### src/rtl/sacj_consts.vh
// Purpose: constants for the slope converter joystick counters
// Assumes: 20 MHz system clock, 2 MHz counter tick
// Notes:   offsets are byte addresses on the register bus
`ifndef SACJ_CONSTS_VH
`define SACJ_CONSTS_VH

// register byte addresses
`define SACJ_IRQ_CTRL_ADDR   32'h032000e0
`define SACJ_STATUS_ADDR     32'h032000e4
`define SACJ_CONV_CTRL_ADDR  32'h032000e8
`define SACJ_CHANNEL1_COUNT_ADDR       32'h032000ec
`define SACJ_CHANNEL2_COUNT_ADDR       32'h032000f0
`define SACJ_CHANNEL3_COUNT_ADDR       32'h032000f4
`define SACJ_CHANNEL4_COUNT_ADDR       32'h032000f8
`define SACJ_IRQ_STAT_ADDR   32'h032000fc
`define SACJ_IRQ_MASK_ADDR   32'h03200100

// reset values
`define SACJ_IRQ_CTRL_RST    8'h0f
`define SACJ_CONV_CTRL_RST   8'h00
`define SACJ_IRQ_MASK_RST    4'h0

// field positions of the interrupt control register
`define SACJ_IC_ANY_BIT      4
`define SACJ_IC_ALL_BIT      5
`define SACJ_IC_FIRST_BIT    6
`define SACJ_IC_SECOND_BIT   7

// timing: counter tick rate derived from the system clock
`define SACJ_CLK_HZ          20000000
`define SACJ_TICK_HZ         2000000
`define SACJ_TICK_DIV        (`SACJ_CLK_HZ / `SACJ_TICK_HZ)

// bus response codes
`define SACJ_RESP_OKAY       2'h0
`define SACJ_RESP_SLVERR     2'h2

`endif

### src/rtl/sacj_channel.v
// Purpose: one slope converter channel: 16-bit ramp timer and stop flag
// Assumes: tick is a one-cycle enable at the counter rate
// Notes:   the count is held once the threshold trips until cleared
`timescale 1ns/1ps
module sacj_channel (
	// clock and reset
	input  wire        clk,
	input  wire        reset_n,
	// control, already in the tick domain
	input  wire        tick,
	input  wire        count_en,
	input  wire        discharge,
	// comparator
	input  wire        cmp_trip,
	// results
	output reg  [15:0] count_q,
	output reg         stop_q
);

	// counter runs while enabled, not discharging and not stopped
	always @(posedge clk) begin
		if (!reset_n || !count_en) begin
			count_q <= 16'h0000;
			stop_q  <= 1'b0;
		end else if (tick && !discharge) begin
			if (stop_q) begin
				count_q <= count_q;
			end else if (cmp_trip) begin
				stop_q <= 1'b1;
			end else begin
				// wraps after 65536 ticks, as the hardware does
				count_q <= count_q + 16'h0001;
			end
		end
	end

endmodule

### src/rtl/sacj_top.v
// Purpose: four channel slope integration converter with register slave
// Assumes: AXI4-Lite slave, 32-bit data, one clock at 20 MHz
// Notes:   comparator outputs arrive synchronous to clk
//
// Overview of operation
// - Each channel times its ramp with a 16-bit counter that stops at the threshold.
// - A stopped counter sets its stop flag and holds the count until cleared.
// - Per-channel discharge outputs empty the capacitor; release starts a ramp.
// - Each counter is cleared by its own bit among four in converter control.
// - The four counts are read only at 0x032000EC to 0x032000F8; writes do nothing.
// - A channel requests when its stop flag is set and its enable bit is on.
// - Channel requests combine into one interrupt request line.
// - Upper control bits pick any, all-enabled, first pair or second pair combining.
// - Comparator power is the OR of enables; control resets to 0x0F and reads back.
// - Status bits 0 to 3 return the stop flags of channels 1 to 4.
// - Status bits 7 to 4 return stop AND enable; writes ignored; resets to zero.
// - Converter control holds discharge in 7:4 and counter enable in 3:0, reset zero.
// - Counters tick at 2 MHz and wrap after 65536 counts.
`timescale 1ns/1ps
`include "sacj_consts.vh"
module sacj_top (
	// clock and reset
	input  wire        clk,
	input  wire        reset_n,
	// write address channel
	input  wire [31:0] s_axi_awaddr,
	input  wire        s_axi_awvalid,
	output reg         s_axi_awready,
	// write data channel
	input  wire [31:0] s_axi_wdata,
	input  wire [3:0]  s_axi_wstrb,
	input  wire        s_axi_wvalid,
	output reg         s_axi_wready,
	// write response channel
	output reg  [1:0]  s_axi_bresp,
	output reg         s_axi_bvalid,
	input  wire        s_axi_bready,
	// read address channel
	input  wire [31:0] s_axi_araddr,
	input  wire        s_axi_arvalid,
	output reg         s_axi_arready,
	// read data channel
	output reg  [31:0] s_axi_rdata,
	output reg  [1:0]  s_axi_rresp,
	output reg         s_axi_rvalid,
	input  wire        s_axi_rready,
	// analog side: comparator trips and discharge transistors
	input  wire [3:0]  analog_ramp_pins,
	output reg  [3:0]  discharge_q,
	output reg         cmp_power_q,
	// interrupts
	output reg         interrupt_group_d_q,
	output reg         irq_q
);

	reg  [7:0]  irq_ctrl_q;
	reg  [7:0]  conv_ctrl_q;
	reg  [7:0]  conv_sync_q;
	reg  [3:0]  irq_stat_q;
	reg  [3:0]  irq_mask_q;
	reg  [3:0]  stop_prev_q;
	reg  [3:0]  div_q;
	reg         tick_q;
	reg  [31:0] awaddr_q;
	reg  [31:0] wdata_q;
	reg  [3:0]  wstrb_q;
	reg         aw_have_q;
	reg         w_have_q;
	wire [63:0] counts;
	wire [3:0]  stops;
	wire [3:0]  chan_req;
	wire [3:0]  enables;
	wire        any_req;
	wire        all_req;
	wire        combined;
	wire        do_write;
	wire        stat_rd;
	wire [3:0]  stop_rise;
	reg  [31:0] rd_data;
	reg  [1:0]  rd_resp;

	// one-cycle tick every tenth clock gives the 2 MHz counter rate
	always @(posedge clk) begin
		if (!reset_n) begin
			div_q  <= 4'h0;
			tick_q <= 1'b0;
		end else if (div_q == (`SACJ_TICK_DIV - 1)) begin
			div_q  <= 4'h0;
			tick_q <= 1'b1;
		end else begin
			div_q  <= div_q + 4'h1;
			tick_q <= 1'b0;
		end
	end

	// control is handed to the counters only on a tick, so a half
	// written setting never reaches a counter mid-period
	always @(posedge clk) begin
		if (!reset_n) begin
			conv_sync_q <= `SACJ_CONV_CTRL_RST;
			discharge_q <= 4'h0;
		end else if (tick_q) begin
			conv_sync_q <= conv_ctrl_q;
			discharge_q <= conv_ctrl_q[7:4];
		end
	end

	// one channel instance per comparator
	genvar g;
	generate
		for (g = 0; g < 4; g = g + 1) begin : chan
			sacj_channel u_chan (
				.clk       (clk),
				.reset_n   (reset_n),
				.tick      (tick_q),
				.count_en  (conv_sync_q[g]),
				.discharge (conv_sync_q[g+4]),
				.cmp_trip  (analog_ramp_pins[g]),
				.count_q   (counts[g*16 +: 16]),
				.stop_q    (stops[g])
			);
		end
	endgenerate

	// per-channel requests and the combining rule
	assign enables  = irq_ctrl_q[3:0];
	assign chan_req = stops & enables;
	assign any_req  = |chan_req;
	assign all_req  = (enables != 4'h0) && (chan_req == enables);
	assign combined =
		(irq_ctrl_q[`SACJ_IC_ANY_BIT]    && any_req) ||
		(irq_ctrl_q[`SACJ_IC_ALL_BIT]    && all_req) ||
		(irq_ctrl_q[`SACJ_IC_FIRST_BIT]  && (|chan_req[1:0])) ||
		(irq_ctrl_q[`SACJ_IC_SECOND_BIT] && (|chan_req[3:2]));

	// single request line and comparator power
	always @(posedge clk) begin
		if (!reset_n) begin
			interrupt_group_d_q <= 1'b0;
			cmp_power_q         <= 1'b1;
		end else begin
			interrupt_group_d_q <= combined;
			cmp_power_q         <= |enables;
		end
	end

	// write path: address and data may arrive in either order
	assign do_write = aw_have_q && w_have_q && !s_axi_bvalid;

	always @(posedge clk) begin
		if (!reset_n) begin
			s_axi_awready <= 1'b1;
			s_axi_wready  <= 1'b1;
			s_axi_bvalid  <= 1'b0;
			s_axi_bresp   <= `SACJ_RESP_OKAY;
			aw_have_q     <= 1'b0;
			w_have_q      <= 1'b0;
			awaddr_q      <= 32'h00000000;
			wdata_q       <= 32'h00000000;
			wstrb_q       <= 4'h0;
			irq_ctrl_q    <= `SACJ_IRQ_CTRL_RST;
			conv_ctrl_q   <= `SACJ_CONV_CTRL_RST;
			irq_mask_q    <= `SACJ_IRQ_MASK_RST;
		end else begin
			if (s_axi_awvalid && s_axi_awready) begin
				awaddr_q      <= s_axi_awaddr;
				aw_have_q     <= 1'b1;
				s_axi_awready <= 1'b0;
			end
			if (s_axi_wvalid && s_axi_wready) begin
				wdata_q      <= s_axi_wdata;
				wstrb_q      <= s_axi_wstrb;
				w_have_q     <= 1'b1;
				s_axi_wready <= 1'b0;
			end
			if (do_write) begin
				aw_have_q    <= 1'b0;
				w_have_q     <= 1'b0;
				s_axi_bvalid <= 1'b1;
				s_axi_bresp  <= `SACJ_RESP_OKAY;
				if (!wstrb_q[0]) begin
					s_axi_bresp <= `SACJ_RESP_OKAY;
				end else if (awaddr_q == `SACJ_IRQ_CTRL_ADDR) begin
					irq_ctrl_q <= wdata_q[7:0];
				end else if (awaddr_q == `SACJ_CONV_CTRL_ADDR) begin
					conv_ctrl_q <= wdata_q[7:0];
				end else if (awaddr_q == `SACJ_IRQ_MASK_ADDR) begin
					irq_mask_q <= wdata_q[3:0];
				end else if ((awaddr_q == `SACJ_STATUS_ADDR) ||
				             (awaddr_q == `SACJ_IRQ_STAT_ADDR) ||
				             (awaddr_q >= `SACJ_CHANNEL1_COUNT_ADDR &&
				              awaddr_q <= `SACJ_CHANNEL4_COUNT_ADDR &&
				              awaddr_q[1:0] == 2'h0)) begin
					s_axi_bresp <= `SACJ_RESP_OKAY;
				end else begin
					s_axi_bresp <= `SACJ_RESP_SLVERR;
				end
			end
			if (s_axi_bvalid && s_axi_bready) begin
				s_axi_bvalid  <= 1'b0;
				s_axi_awready <= 1'b1;
				s_axi_wready  <= 1'b1;
			end
		end
	end

	// read decode
	always @* begin
		rd_data = 32'h00000000;
		rd_resp = `SACJ_RESP_OKAY;
		if (s_axi_araddr == `SACJ_IRQ_CTRL_ADDR) begin
			rd_data = {24'h000000, irq_ctrl_q};
		end else if (s_axi_araddr == `SACJ_STATUS_ADDR) begin
			rd_data = {24'h000000, chan_req, stops};
		end else if (s_axi_araddr == `SACJ_CONV_CTRL_ADDR) begin
			rd_data = {24'h000000, conv_ctrl_q};
		end else if (s_axi_araddr == `SACJ_CHANNEL1_COUNT_ADDR) begin
			rd_data = {16'h0000, counts[15:0]};
		end else if (s_axi_araddr == `SACJ_CHANNEL2_COUNT_ADDR) begin
			rd_data = {16'h0000, counts[31:16]};
		end else if (s_axi_araddr == `SACJ_CHANNEL3_COUNT_ADDR) begin
			rd_data = {16'h0000, counts[47:32]};
		end else if (s_axi_araddr == `SACJ_CHANNEL4_COUNT_ADDR) begin
			rd_data = {16'h0000, counts[63:48]};
		end else if (s_axi_araddr == `SACJ_IRQ_STAT_ADDR) begin
			rd_data = {28'h0000000, irq_stat_q};
		end else if (s_axi_araddr == `SACJ_IRQ_MASK_ADDR) begin
			rd_data = {28'h0000000, irq_mask_q};
		end else begin
			rd_resp = `SACJ_RESP_SLVERR;
		end
	end

	// read path: address taken when no read is pending
	assign stat_rd = s_axi_arvalid && s_axi_arready &&
	                 (s_axi_araddr == `SACJ_IRQ_STAT_ADDR);

	always @(posedge clk) begin
		if (!reset_n) begin
			s_axi_arready <= 1'b1;
			s_axi_rvalid  <= 1'b0;
			s_axi_rdata   <= 32'h00000000;
			s_axi_rresp   <= `SACJ_RESP_OKAY;
		end else if (s_axi_arvalid && s_axi_arready) begin
			s_axi_arready <= 1'b0;
			s_axi_rvalid  <= 1'b1;
			s_axi_rdata   <= rd_data;
			s_axi_rresp   <= rd_resp;
		end else if (s_axi_rvalid && s_axi_rready) begin
			s_axi_rvalid  <= 1'b0;
			s_axi_arready <= 1'b1;
		end
	end

	// sticky stop events, cleared by reading them; a new event wins
	assign stop_rise = stops & ~stop_prev_q;

	always @(posedge clk) begin
		if (!reset_n) begin
			stop_prev_q <= 4'h0;
			irq_stat_q  <= 4'h0;
			irq_q       <= 1'b0;
		end else begin
			stop_prev_q <= stops;
			irq_stat_q  <= (stat_rd ? 4'h0 : irq_stat_q) | stop_rise;
			irq_q       <= |(irq_stat_q & irq_mask_q);
		end
	end

endmodule

### config.mk
export PLATFORM = sky130hd
export DESIGN_NAME = sacj_top
export DESIGN_NICKNAME = d
export VERILOG_FILES = /design/src/rtl/sacj_channel.v /design/src/rtl/sacj_top.v
export VERILOG_INCLUDE_DIRS = /design/src /design/src/rtl
export SDC_FILE = /design/constraint.sdc
export NUM_CORES = 1
export LEC_CHECK = 0
export BUFFER_PORTS_ARGS = -buffer_cell sky130_fd_sc_hd__buf_2
export CELL_PAD_IN_SITES_DETAIL_PLACEMENT = 1
export CELL_PAD_IN_SITES_GLOBAL_PLACEMENT = 1
export CORE_MARGIN = 2
export CORE_UTILIZATION = 44
export CTS_CLUSTER_DIAMETER = 40
export DETAILED_ROUTE_END_ITERATION = 6
export GPL_ROUTABILITY_DRIVEN = 0
export PLACE_DENSITY = 0.85
export SLEW_MARGIN = 25
export SYNTH_ARGS = -nofsm -noshare
export SYNTH_HDL_FRONTEND = slang
export SYNTH_SLANG_ARGS = --single-unit
### constraint.sdc
create_clock -name clk -period 3.1 [get_ports clk]
set_input_delay 0.155 -clock clk [delete_from_list [all_inputs] [get_ports clk]]
set_output_delay 0.155 -clock clk [all_outputs]
set_load 0.005 [all_outputs]
Word-level counts from Yosys, hierarchy flattened
Index checks and enable logic that the tools add are counted.

storage, ports and cells
  register bits = 200
  input bits = 111
  word-level logic and storage cells = 165

operators by class
  add/subtract/negate cells = 5
  order comparisons = 2
  eq/ne operators = 16
  mux-type cells = 37
  bitwise gates (word level) = 16
  reductions and logical operators = 56

operator list
  kind                                                    number
  equality test 32 x 26 -> 1 bit (second input constant)  14
  2-to-1 mux 16 bit                                       7
  adder 16 x 1 -> 16 bit (second input constant)          4
  >= comparator 32 x 26 -> 1 bit (second input constant)  1
  <= comparator 32 x 26 -> 1 bit (second input constant)  1
  2-to-1 mux 2 bit                                        14
  logical AND 1 bit                                       19
  AND reduction 3 bit                                     5
  2-to-1 mux 1 bit                                        13
  AND 4 bit                                               3
  2-to-1 mux 4 bit                                        3
  OR reduction 4 bit                                      3
  NOT 1 bit                                               11
  zero test 1 bit                                         10
  OR reduction 2 bit                                      5
  logical OR 1 bit                                        9
  AND reduction 5 bit                                     1
  adder 4 x 1 -> 4 bit (second input constant)            1
  equality test 4 bit                                     1
  equality test 4 bit (second input constant)             1
  NOT 4 bit                                               1
  bitwise OR 4 bit                                        1
  AND reduction 4 bit                                     1
  nonzero test 4 bit                                      1
  2 further kinds                                         2

Logic depth before layout (Yosys ltp)
Gate-level depths: netlist of the first run.

  word-level depth = 10
  mapped depth = 8
  depth with buffers taken out = 6

Modules after synthesis
Synthesis of the first run repeated with hierarchy kept, for this count alone.

unflattened totals
  cell total of the unflattened synthesis = 1004
  area total of the unflattened synthesis = 8509.4 µm²

by module, submodules not included
  module        times used  cells each  area an instance (µm²)  sequential area each (µm²)
  sacj_top      1           656         5386.4                  2202.1
  sacj_channel  4           87          780.7                   340.3

Least setup slack after synthesis of the first run
No wires, ideal clock.

  path kind = flip-flop to flip-flop
  start = register awaddr_q[0]
  end = register conv_ctrl_q[0]
  arrival = 1.645 ns
  data required time = 2.973 ns
  path slack = 1.328 ns
  stages on the path, launching flop included = 6
  buffers on the path = 0
  cells stage by stage = dfxtp_1 nor4b_1 nand4_1 nor3_2 nand4_2 mux2i_1

on the way
  longest elaborated chain between the ends = 3
  elaborated cells between the ends (all ways) = 4
  those cells by class = 2 x eq/ne; 1 x bitwise; 1 x reduce/logical

RTL lines
  what                                      RTL line        source
  start, declared                           sacj_top.v:64   reg [31:0] awaddr_q;
  start signal, assigned                    sacj_top.v:166  awaddr_q <= s_axi_awaddr;
  equality test 32 x 26 -> 1 bit (no line)  -
  NOT 1 bit (no line)                       -
  AND reduction 4 bit (no line) (*)         -
  end signal, assigned                      sacj_top.v:162  conv_ctrl_q <= `SACJ_CONV_CTRL_RST;
  end signal, assigned                      sacj_top.v:186  conv_ctrl_q <= wdata_q[7:0];
  end, declared                             sacj_top.v:57   reg [7:0] conv_ctrl_q;

Every way passes the cells marked *; elsewhere a longest branch is shown, timed or not.
A chain may end at the register's enable or synchronous reset.

Final worst setup path of the first run
  start = register awaddr_q[0]
  end = register conv_ctrl_q[2]

Same word-level chain as after synthesis.

==> flow_results.xml, run 1 <==
<?xml version="1.0" encoding="UTF-8"?>
<metrics>
  <group name="run_status">
    <metric name="run_status" unit="">complete, but fails checks</metric>
    <metric name="violated_checks" unit="">hold timing</metric>
  </group>
  <group name="timing">
    <metric name="fin_skew" unit="ps">13.5</metric>
    <metric name="setup_repair_after_global_routing_missed_its_margin" unit="">false</metric>
    <metric name="post-route-worst-setup-slack" unit="ps">514</metric>
    <metric name="fin_crit_sh" unit="%">83.4</metric>
    <metric name="setup_viol_count_final" unit="">0</metric>
    <metric name="timing_max_transition_violations_final" unit="">0</metric>
    <metric name="count_of_final_hold_check_violations" unit="">1</metric>
    <metric name="worst-slew-pin-transition" unit="ps">753</metric>
    <metric name="max_freq" unit="GHz">0.387</metric>
    <metric name="timing.hold.ws" unit="ps">-18.0</metric>
    <metric name="totalNegativeSetupSlack" unit="ps">0</metric>
    <metric name="relSlewSlack" unit="%">49.6</metric>
    <metric name="final.min_clock_period" unit="ps">2590</metric>
  </group>
  <group name="die">
    <metric name="area_of_the_core" unit="sq um">18100</metric>
    <metric name="row_count" unit="">49</metric>
    <metric name="die_outline_width" unit="microns">141</metric>
    <metric name="start_util" unit="%">45.3</metric>
    <metric name="fp.dieH" unit="microns">141</metric>
    <metric name="floorplan.die_area" unit="sq um">19800</metric>
    <metric name="ios" unit="">159</metric>
  </group>
  <group name="route">
    <metric name="number_of_search_and_repair_iterations_in_the_first_detailed_routing_pass" unit="">5</metric>
    <metric name="detail-route-antenna-nets" unit="">0</metric>
    <metric name="number_of_violations_reported_at_the_end_of_detailed_routing_iteration_0" unit="">461</metric>
    <metric name="drc" unit="">0</metric>
    <metric name="routed_via_density" unit="">5.74</metric>
    <metric name="num_vias" unit="">7809</metric>
    <metric name="wl_per_cell" unit="microns">19.9</metric>
    <metric name="detail_route.wirelength" unit="mm">27.0</metric>
  </group>
  <group name="yosys">
    <metric name="synth_commonest_cells" unit="">nand2_1 (179), dfxtp_1 (178), nor2_1 (105)</metric>
    <metric name="synth_enable_flop_cells" unit="">0</metric>
    <metric name="synthesis.instances" unit="">984</metric>
    <metric name="netlist.area_leader.share" unit="%">43.4</metric>
    <metric name="post-synth-top-count-cell" unit="">nand2_1</metric>
    <metric name="ys_seq_area_share" unit="%">43.4</metric>
    <metric name="yosysUniqueCellTypes" unit="">64</metric>
    <metric name="ys.warnings.count" unit="">0</metric>
    <metric name="synth.ff_latch_count" unit="">178</metric>
    <metric name="synth_largest_area_cell" unit="">dfxtp_1</metric>
    <metric name="syn-mean-instance-area" unit="sq um">8.35</metric>
    <metric name="async_flop_share" unit="%">0</metric>
    <metric name="cell_area_after_synthesis" unit="sq um">8210</metric>
    <metric name="synthFlopType" unit="">dfxtp_1</metric>
    <metric name="largest_cells_by_area_after_synthesis" unit="">dfxtp_1 (43%), nand2_1 (8.2%), mux2i_1 (5.2%)</metric>
  </group>
  <group name="placement">
    <metric name="io_buffer_count" unit="">113</metric>
    <metric name="placement.setup.worst_slack" unit="ps">806</metric>
    <metric name="hpwlAfterDp" unit="mm">16.9</metric>
  </group>
  <group name="clock_network">
    <metric name="post_cts.repair.setup_buffers" unit="">0</metric>
    <metric name="postCtsResizedCells" unit="">0</metric>
    <metric name="htreeDepth" unit="">4</metric>
    <metric name="cts_made_buffers" unit="">17</metric>
    <metric name="clk_pin_slew" unit="ps">80</metric>
    <metric name="insertion_delay" unit="ps">450</metric>
    <metric name="ctsRootBufferMaster" unit="">clkbuf_16</metric>
    <metric name="clockBufferDepth" unit="">2</metric>
    <metric name="ctsHoldBuffers" unit="">45</metric>
    <metric name="clock_tree_from_tritoncts" unit="">built</metric>
    <metric name="cts_sinks" unit="">178</metric>
  </group>
  <group name="critical_path">
    <metric name="setup.worst_path.class" unit="">reg -&gt; reg</metric>
    <metric name="worstReg2RegStart" unit="">awaddr_q[0]</metric>
    <metric name="path_max_fanout" unit="">8</metric>
    <metric name="timing.critical_path.slowest_stage_cell" unit="">nor3_2</metric>
    <metric name="cp_slowest_stage_delay" unit="ps">540</metric>
    <metric name="critical_path.reg2reg.endpoint" unit="">conv_ctrl_q[2]</metric>
    <metric name="chain_of_cells_forming_the_critical_path" unit="">nor4b_1, nand4_1, nor3_2, nand4_2, mux2i_1</metric>
    <metric name="depth_of_the_most_critical_reg_to_reg_path" unit="">5</metric>
    <metric name="setup.worst_path.end_class" unit="">register</metric>
    <metric name="timing.critical_path.required" unit="ps">3430</metric>
    <metric name="timing.reg2reg.setup_slack" unit="ps">510</metric>
    <metric name="worstPathArrival" unit="ps">2910</metric>
    <metric name="timing.critical_path.from_type" unit="">register</metric>
  </group>
  <group name="min_path">
    <metric name="min-delay-path-class" unit="">in -&gt; reg</metric>
    <metric name="min_path_cells" unit="">3</metric>
    <metric name="launch_point_of_the_worst_hold_path" unit="">s_axi_awaddr[8]</metric>
    <metric name="whs_endpoint" unit="">awaddr_q[8]</metric>
  </group>
  <group name="final_layout">
    <metric name="proportion_of_layout_cells_with_a_drive_suffix_above_1" unit="%">16.2</metric>
    <metric name="area_delta_synth_final" unit="%">21.0</metric>
    <metric name="antennaDiodeCount" unit="">0</metric>
    <metric name="final_core_utilization" unit="%">54.8</metric>
    <metric name="design.final.nets" unit="">1235</metric>
  </group>
  <group name="global_route">
    <metric name="maximum_number_of_pins_on_one_net_before_global_route_repair" unit="">42</metric>
    <metric name="grt_first_pass_wirelength" unit="mm">43.1</metric>
    <metric name="number_of_global_route_vias_before_repair" unit="">8140</metric>
    <metric name="gr_overflow_total" unit="">0</metric>
    <metric name="total_routing_usage_gr" unit="%">27.5</metric>
    <metric name="number_of_antenna_violations_at_the_first_check_in_global_routing" unit="">0</metric>
  </group>
  <group name="run">
    <metric name="drv.max_cap_violation_count" unit="">0</metric>
  </group>
  <group name="power_and_ir_drop">
    <metric name="total_power" unit="uW">5060</metric>
    <metric name="vdd_drop_max" unit="mV">0.396</metric>
    <metric name="powerDensity" unit="nW/um^2">509</metric>
    <metric name="p_leak" unit="uW">0.00372</metric>
  </group>
</metrics>
-- flip-flops by register name, summed over array words and instances, names as in the netlist, 4 cells and up --
signal,count
wdata_q,8
irq_stat_q,4
div_q,4
stop_prev_q,4
irq_mask_q,4
conv_sync_q,4
awaddr_q,32
irq_ctrl_q,8
chan.u_chan.count_q,64
discharge_q,4
s_axi_rdata,16
chan.u_chan.stop_q,4
conv_ctrl_q,8
-- area by class of cell --
type	count	area, sq um
flip-flops and latches	178	3560
inverters	23	86.3
multi-input cells	728	4260
well taps	229	287
clock buffers	17	425
clock inverters	15	211
repair buffers	170	1110
fillers	2169	8210
-- per-stage QoR --
| stage | std cells | cell area, sq um |
|---|---|---|
| 2_1_floorplan | 1001 | 8280 |
| 3_3_place_gp | 1283 | 8850 |
| 6_report | 1360 | 9940 |
| 3_5_place_dp | 1283 | 8850 |
| 5_1_grt | 1360 | 9940 |
| 4_1_cts | 1360 | 9940 |
-- cells by family (layout without fill, tap and decap cells) --
kind of cell,Yosys count,in the layout,share of synthesized area [%]
compound gates,152,152,11.5
xor+xnor,57,57,6.08
fa+ha+maj,6,6,0.914
buf+inv,95,225,5.56
flops,178,178,43.4
mux,51,51,6.34
other cells,1,18,0.0457
simple gates,444,444,26.2
-- report_power, final --
part	internal, uW	switching (uW)	total, uW
clock network	1250	1090	2340
logic	146	205	351
registers	2330	35.3	2370
total	3720	1330	5060
-- cell usage in the layout, fill, tap and decap left out, types with 9 or more instances in the layout --
master,instances
nand2_1,178
dfxtp_1,178
buf_2,113
nor2_1,105
a21oi_1,60
dlygate4sd3_1,45
xor2_1,44
mux2i_1,43
nand3_1,28
nand4_1,27
o21ai_0,25
nor3_1,24
inv_1,22
conb_1,18
clkbuf_16,17
xnor2_1,13
buf_4,12
nor4_1,11
and2_1,9
o21ai_1,9
-- layer usage --
layer,GRT usage [%],up-vias,part of all wire [%]
met4,10.8,0,3.2
met3,4.48,75,5.7
li1,-,3645,-
met5,0,-,0
met2,47.9,313,50
met1,34.1,3776,41
-- worst max-delay path by stage --
stage	from	to	slack, ps
finish	awaddr_q[0]	conv_ctrl_q[2]	510
global route	awaddr_q[0]	conv_ctrl_q[2]	470
CTS	tick_q	chan[2].u_chan.count_q[9]	750
detailed placement	s_axi_araddr[15]	s_axi_rdata[0]	810
global placement	s_axi_araddr[15]	s_axi_rresp[1]	840
floorplan	awaddr_q[0]	conv_ctrl_q[0]	1330
-- worst max-delay path, delay by kind of cell (launching register included) --
kind / cells / cell delay [ps]
multiplexers: 1 / 440
flip-flops: 1 / 320
AND/OR/NAND/NOR: 4 / 1690
Power figures use the tool's default switching activity.
==> run 2: changes to the inputs <==
CORE_UTILIZATION = 41   (was 44)
PLACE_DENSITY = 0.8   (was 0.85)
clock period = 2.7 ns   (was 3.1 ns; I/O delays follow)
==> flow_results.xml, run 2 (synthesis gave the netlist of run 1 again) <==
<?xml version="1.0" encoding="UTF-8"?>
<metrics>
  <group name="route">
    <metric name="number_of_violations_reported_at_the_end_of_detailed_routing_iteration_0" unit="">447</metric>
    <metric name="detail-route-antenna-nets" unit="">0</metric>
    <metric name="drc" unit="">0</metric>
    <metric name="number_of_search_and_repair_iterations_in_the_first_detailed_routing_pass" unit="">6</metric>
    <metric name="wl_per_cell" unit="microns">18.6</metric>
    <metric name="detail_route.wirelength" unit="mm">26.2</metric>
    <metric name="num_vias" unit="">7649</metric>
    <metric name="routed_via_density" unit="">5.42</metric>
  </group>
  <group name="power_and_ir_drop">
    <metric name="powerDensity" unit="nW/um^2">565</metric>
    <metric name="swShare" unit="%">27.8</metric>
    <metric name="power.net_switching" unit="uW">1580</metric>
    <metric name="p_leak" unit="uW">0.00376</metric>
    <metric name="power_frac_comb" unit="%">7.3</metric>
    <metric name="vdd_drop_max" unit="mV">0.426</metric>
    <metric name="power.share.clock" unit="%">45.0</metric>
    <metric name="internal_power" unit="uW">4110</metric>
    <metric name="total_power" unit="uW">5690</metric>
    <metric name="p_seq_share" unit="%">47.7</metric>
  </group>
  <group name="final_layout">
    <metric name="most-common-layout-cells" unit="">nand2_1 (178), dfxtp_1 (178), buf_2 (113)</metric>
    <metric name="register_name_with_the_most_flops" unit="">chan.u_chan.count_q</metric>
    <metric name="final_core_utilization" unit="%">51.4</metric>
    <metric name="proportion_of_layout_cells_with_a_drive_suffix_above_1" unit="%">16.5</metric>
    <metric name="layout_top_registers" unit="">chan.u_chan.count_q: 64 flops, awaddr_q: 32 flops, s_axi_rdata: 16 flops</metric>
    <metric name="area_delta_synth_final" unit="%">22.6</metric>
    <metric name="num-fill-cells" unit="">2361</metric>
    <metric name="design.final.nets" unit="">1248</metric>
    <metric name="largest_reg_flops" unit="">64</metric>
    <metric name="non_filler_cells_final" unit="">1410</metric>
  </group>
  <group name="timing">
    <metric name="setup_viol_count_final" unit="">0</metric>
    <metric name="relSlewSlack" unit="%">51.9</metric>
    <metric name="timing_max_transition_violations_final" unit="">0</metric>
    <metric name="setup_repair_after_global_routing_missed_its_margin" unit="">false</metric>
    <metric name="final.min_clock_period" unit="ps">2420</metric>
    <metric name="fin_skew" unit="ps">20.8</metric>
    <metric name="worst-slew-pin-transition" unit="ps">703</metric>
    <metric name="max_freq" unit="GHz">0.413</metric>
    <metric name="count_of_final_hold_check_violations" unit="">0</metric>
    <metric name="fin_crit_sh" unit="%">89.6</metric>
    <metric name="timing.hold.ws" unit="ps">63.0</metric>
    <metric name="totalNegativeSetupSlack" unit="ps">0</metric>
  </group>
  <group name="global_route">
    <metric name="gr_overflow_total" unit="">0</metric>
    <metric name="number_of_global_route_vias_before_repair" unit="">8067</metric>
    <metric name="grt_first_pass_wirelength" unit="mm">42.1</metric>
    <metric name="total_routing_usage_gr" unit="%">24.9</metric>
    <metric name="maximum_number_of_pins_on_one_net_before_global_route_repair" unit="">43</metric>
    <metric name="number_of_antenna_violations_at_the_first_check_in_global_routing" unit="">1</metric>
  </group>
  <group name="critical_path">
    <metric name="setup.worst_path.class" unit="">reg -&gt; reg</metric>
    <metric name="timing.critical_path.required" unit="ps">3060</metric>
    <metric name="timing.critical_path.from_type" unit="">register</metric>
    <metric name="setup.worst_path.end_class" unit="">register</metric>
    <metric name="path_max_fanout" unit="">8</metric>
    <metric name="worstPathArrival" unit="ps">2780</metric>
    <metric name="timing.reg2reg.setup_slack" unit="ps">280</metric>
  </group>
  <group name="die">
    <metric name="start_util" unit="%">41.9</metric>
    <metric name="die_outline_width" unit="microns">146</metric>
    <metric name="row_count" unit="">51</metric>
    <metric name="floorplan.die_area" unit="sq um">21200</metric>
    <metric name="fp.dieH" unit="microns">146</metric>
    <metric name="area_of_the_core" unit="sq um">19600</metric>
    <metric name="ios" unit="">159</metric>
  </group>
  <group name="clock_network">
    <metric name="htreeDepth" unit="">4</metric>
    <metric name="insertion_delay" unit="ps">470</metric>
    <metric name="ctsRootBufferMaster" unit="">clkbuf_16</metric>
    <metric name="cts_sinks" unit="">178</metric>
    <metric name="ctsHoldBuffers" unit="">51</metric>
    <metric name="clock_tree_from_tritoncts" unit="">built</metric>
    <metric name="clk_pin_slew" unit="ps">90</metric>
    <metric name="postCtsResizedCells" unit="">0</metric>
    <metric name="post_cts.repair.setup_buffers" unit="">0</metric>
    <metric name="clockBufferDepth" unit="">2</metric>
    <metric name="cts_made_buffers" unit="">17</metric>
  </group>
  <group name="min_path">
    <metric name="min-delay-path-class" unit="">in -&gt; reg</metric>
  </group>
  <group name="placement">
    <metric name="hpwlAfterDp" unit="mm">17.0</metric>
    <metric name="io_buffer_count" unit="">113</metric>
    <metric name="placed_cells" unit="">1326</metric>
  </group>
  <group name="run">
    <metric name="drv.max_cap_violation_count" unit="">0</metric>
  </group>
  <group name="run_status">
    <metric name="run_status" unit="">finished, final reports clean</metric>
  </group>
</metrics>
run 2: cell count changes in the layout (fill, tap and decap cells not counted):
cell and delta:
inv_6 +1, and2_2 -1, bufinv_16 -2, buf_4 +7, clkinv_8 +2, diode_2 +1, dlygate4sd3_1 +6, inv_8 -1
and2_1 +1
run 2: area by class of cell:
class	instances	area, sq um	share of cell area, %
multi-input cells	728	4260	42.3
clock buffers	17	425	4.22
diodes	1	2.50	0.0249
clock inverters	15	181	1.80
repair buffers	183	1220	12.1
inverters	23	86.3	0.857
flip-flops and latches	178	3560	35.4
well taps	265	332	3.29
run 2: critical path, stage by stage, from the launching register on:
cell,delay [ps]
dfxtp_1,320
nor4_1,390
nand4_1,320
nor3_2,500
nand4_2,470
mux2i_1,310
run 2: final timing paths:
path | start | end | depth (start not counted)
max | awaddr_q[12] | conv_ctrl_q[5] | 5
min | reset_n | div_q[0] | 3
max reg2reg | awaddr_q[12] | conv_ctrl_q[5] | 5
min reg2reg | s_axi_rdata[11] | s_axi_rdata[11] | 2
run 2: through the flow:
stage | setup slack (ps) | area [sq um]
after floorplan | 928 | 8280
after global placement | 376 | 8950
after detailed placement | 342 | 8950
after CTS | 309 | 10100
after global routing | 176 | 10100
final | 280 | 10100
run 2: power groups by stage:
stage               logic, uW  registers [uW]  clock network [uW]
floorplan                 216            2760                   0
global placement          327            2770                   0
detailed placement        337            2770                   0
CTS                       398            2710                2560
global route              457            2720                2690
finish                    416            2710                2560
run 2: metal layers:
layer / global-route usage, % / up-vias / part of all wire (%)
li1: - / 3671 / -
met1: 30.1 / 3736 / 44
met2: 43.0 / 192 / 49
met3: 5.11 / 50 / 4.2
met4: 10.2 / 0 / 2.8
met5: 0 / - / 0
==> run 3: changes to the inputs <==
BUFFER_PORTS_ARGS = -buffer_cell sky130_fd_sc_hd__buf_4   (was -buffer_cell sky130_fd_sc_hd__buf_2)
==> flow_results.xml, run 3 (synthesis gave the netlist of run 1 again) <==
<?xml version="1.0" encoding="UTF-8"?>
<metrics>
  <group name="placement">
    <metric name="placement.setup.worst_slack" unit="ps">285</metric>
    <metric name="io_buffer_count" unit="">113</metric>
    <metric name="hpwlAfterDp" unit="mm">17.4</metric>
  </group>
  <group name="timing">
    <metric name="worst-slew-pin-transition" unit="ps">737</metric>
    <metric name="count_of_final_hold_check_violations" unit="">0</metric>
    <metric name="totalNegativeSetupSlack" unit="ps">0</metric>
    <metric name="max_freq" unit="GHz">0.439</metric>
    <metric name="timing_max_transition_violations_final" unit="">0</metric>
    <metric name="relSlewSlack" unit="%">50.7</metric>
    <metric name="fin_crit_sh" unit="%">84.4</metric>
    <metric name="final.min_clock_period" unit="ps">2280</metric>
    <metric name="setup_viol_count_final" unit="">0</metric>
    <metric name="post-route-worst-setup-slack" unit="ps">422</metric>
    <metric name="timing.hold.ws" unit="ps">11.8</metric>
    <metric name="fin_skew" unit="ps">9.03</metric>
    <metric name="setup_repair_after_global_routing_missed_its_margin" unit="">false</metric>
  </group>
  <group name="clock_network">
    <metric name="cts_sinks" unit="">178</metric>
    <metric name="clock_tree_from_tritoncts" unit="">built</metric>
    <metric name="htreeDepth" unit="">4</metric>
    <metric name="postCtsResizedCells" unit="">0</metric>
    <metric name="clk_pin_slew" unit="ps">70</metric>
    <metric name="ctsRootBufferMaster" unit="">clkbuf_16</metric>
    <metric name="cts_made_buffers" unit="">17</metric>
    <metric name="clockBufferDepth" unit="">2</metric>
    <metric name="insertion_delay" unit="ps">430</metric>
  </group>
  <group name="route">
    <metric name="drc" unit="">0</metric>
    <metric name="wl_per_cell" unit="microns">17.6</metric>
    <metric name="number_of_search_and_repair_iterations_in_the_first_detailed_routing_pass" unit="">7</metric>
    <metric name="num_vias" unit="">7523</metric>
    <metric name="detail-route-antenna-nets" unit="">0</metric>
    <metric name="detail_route.wirelength" unit="mm">24.7</metric>
    <metric name="number_of_violations_reported_at_the_end_of_detailed_routing_iteration_0" unit="">379</metric>
    <metric name="routed_via_density" unit="">5.36</metric>
  </group>
  <group name="power_and_ir_drop">
    <metric name="powerDensity" unit="nW/um^2">542</metric>
    <metric name="total_power" unit="uW">5560</metric>
    <metric name="p_leak" unit="uW">0.00380</metric>
    <metric name="vdd_drop_max" unit="mV">0.390</metric>
  </group>
  <group name="final_layout">
    <metric name="proportion_of_layout_cells_with_a_drive_suffix_above_1" unit="%">16.3</metric>
    <metric name="final_core_utilization" unit="%">52.4</metric>
    <metric name="antennaDiodeCount" unit="">0</metric>
    <metric name="register_name_with_the_most_flops" unit="">chan.u_chan.count_q</metric>
    <metric name="layout_top_registers" unit="">chan.u_chan.count_q: 64 flops, awaddr_q: 32 flops, s_axi_rdata: 16 flops</metric>
    <metric name="most-common-layout-cells" unit="">nand2_1 (178), dfxtp_1 (178), buf_4 (129)</metric>
    <metric name="area_delta_synth_final" unit="%">25.1</metric>
    <metric name="largest_reg_flops" unit="">64</metric>
    <metric name="design.final.nets" unit="">1242</metric>
  </group>
  <group name="critical_path">
    <metric name="setup.worst_path.class" unit="">reg -&gt; reg</metric>
    <metric name="path_max_fanout" unit="">8</metric>
    <metric name="timing.critical_path.from_type" unit="">register</metric>
    <metric name="setup.worst_path.end_class" unit="">register</metric>
    <metric name="timing.critical_path.required" unit="ps">3070</metric>
    <metric name="depth_of_the_most_critical_reg_to_reg_path" unit="">5</metric>
    <metric name="worstPathArrival" unit="ps">2650</metric>
  </group>
  <group name="run">
    <metric name="drv.max_cap_violation_count" unit="">0</metric>
  </group>
  <group name="min_path">
    <metric name="min-delay-path-class" unit="">in -&gt; reg</metric>
    <metric name="min_path_cells" unit="">3</metric>
  </group>
  <group name="die">
    <metric name="ios" unit="">159</metric>
    <metric name="floorplan.die_area" unit="sq um">21200</metric>
    <metric name="die_outline_width" unit="microns">146</metric>
    <metric name="row_count" unit="">51</metric>
    <metric name="area_of_the_core" unit="sq um">19600</metric>
    <metric name="fp.dieH" unit="microns">146</metric>
    <metric name="start_util" unit="%">41.9</metric>
  </group>
  <group name="run_status">
    <metric name="run_status" unit="">finished, final reports clean</metric>
  </group>
  <group name="global_route">
    <metric name="grt_first_pass_wirelength" unit="mm">40.8</metric>
    <metric name="number_of_global_route_vias_before_repair" unit="">7891</metric>
    <metric name="number_of_antenna_violations_at_the_first_check_in_global_routing" unit="">0</metric>
    <metric name="maximum_number_of_pins_on_one_net_before_global_route_repair" unit="">36</metric>
    <metric name="total_routing_usage_gr" unit="%">23.8</metric>
    <metric name="gr_overflow_total" unit="">0</metric>
  </group>
</metrics>
## run 3: layout make-up
cell class | count | area [sq um]
Sequential cell | 178 | 3560
Clock inverter | 14 | 143
Multi-Input combinational cell | 728 | 4260
Fill cell | 2328 | 9320
Clock buffer | 18 | 439
Timing Repair Buffer | 177 | 1450
Inverter | 23 | 86.3
Tap cell | 265 | 332
## run 3: what timing repair did
item / 4_1_cts / 5_1_grt
hold endpoints to repair: 47 / 0
hold buffers: 48 / 0
setup buffers: 0 / 0
## run 3: path summary, 6_finish.rpt
kind	start	slack, ps	to
setup reg to reg	awaddr_q[0]	420	irq_ctrl_q[7]
hold reg to reg	s_axi_rdata[11]	450	s_axi_rdata[11]
setup / recovery	awaddr_q[0]	420	irq_ctrl_q[7]
hold / removal	analog_ramp_pins[3]	10	chan[3].u_chan.stop_q
## run 3: power by group
part / internal, uW / switching (uW)
clock network: 1250 / 1160
logic: 209 / 228
registers: 2680 / 36.3
total: 4140 / 1430
## run 3: layer usage
metal / track usage [%] / share of wire [%]
met5: 0 / 0
met4: 7.55 / 2.0
met3: 4.23 / 3.7
met2: 41.4 / 50
met1: 29.9 / 45
## run 3: stage by stage
| step | cells | cell area (sq um) |
|---|---|---|
| finish | 1403 | 10300 |
| global route | 1403 | 10300 |
| CTS | 1403 | 10300 |
| detailed placement | 1323 | 9210 |
| global placement | 1323 | 9210 |
| floorplan | 1001 | 8280 |
## run 3: critical path, stage by stage (launching register included)
cell     delay [ps]
dfxtp_1         330
nor4b_1         290
nand4_1         330
nor3_2          510
and3_1          520
mux2i_1         230
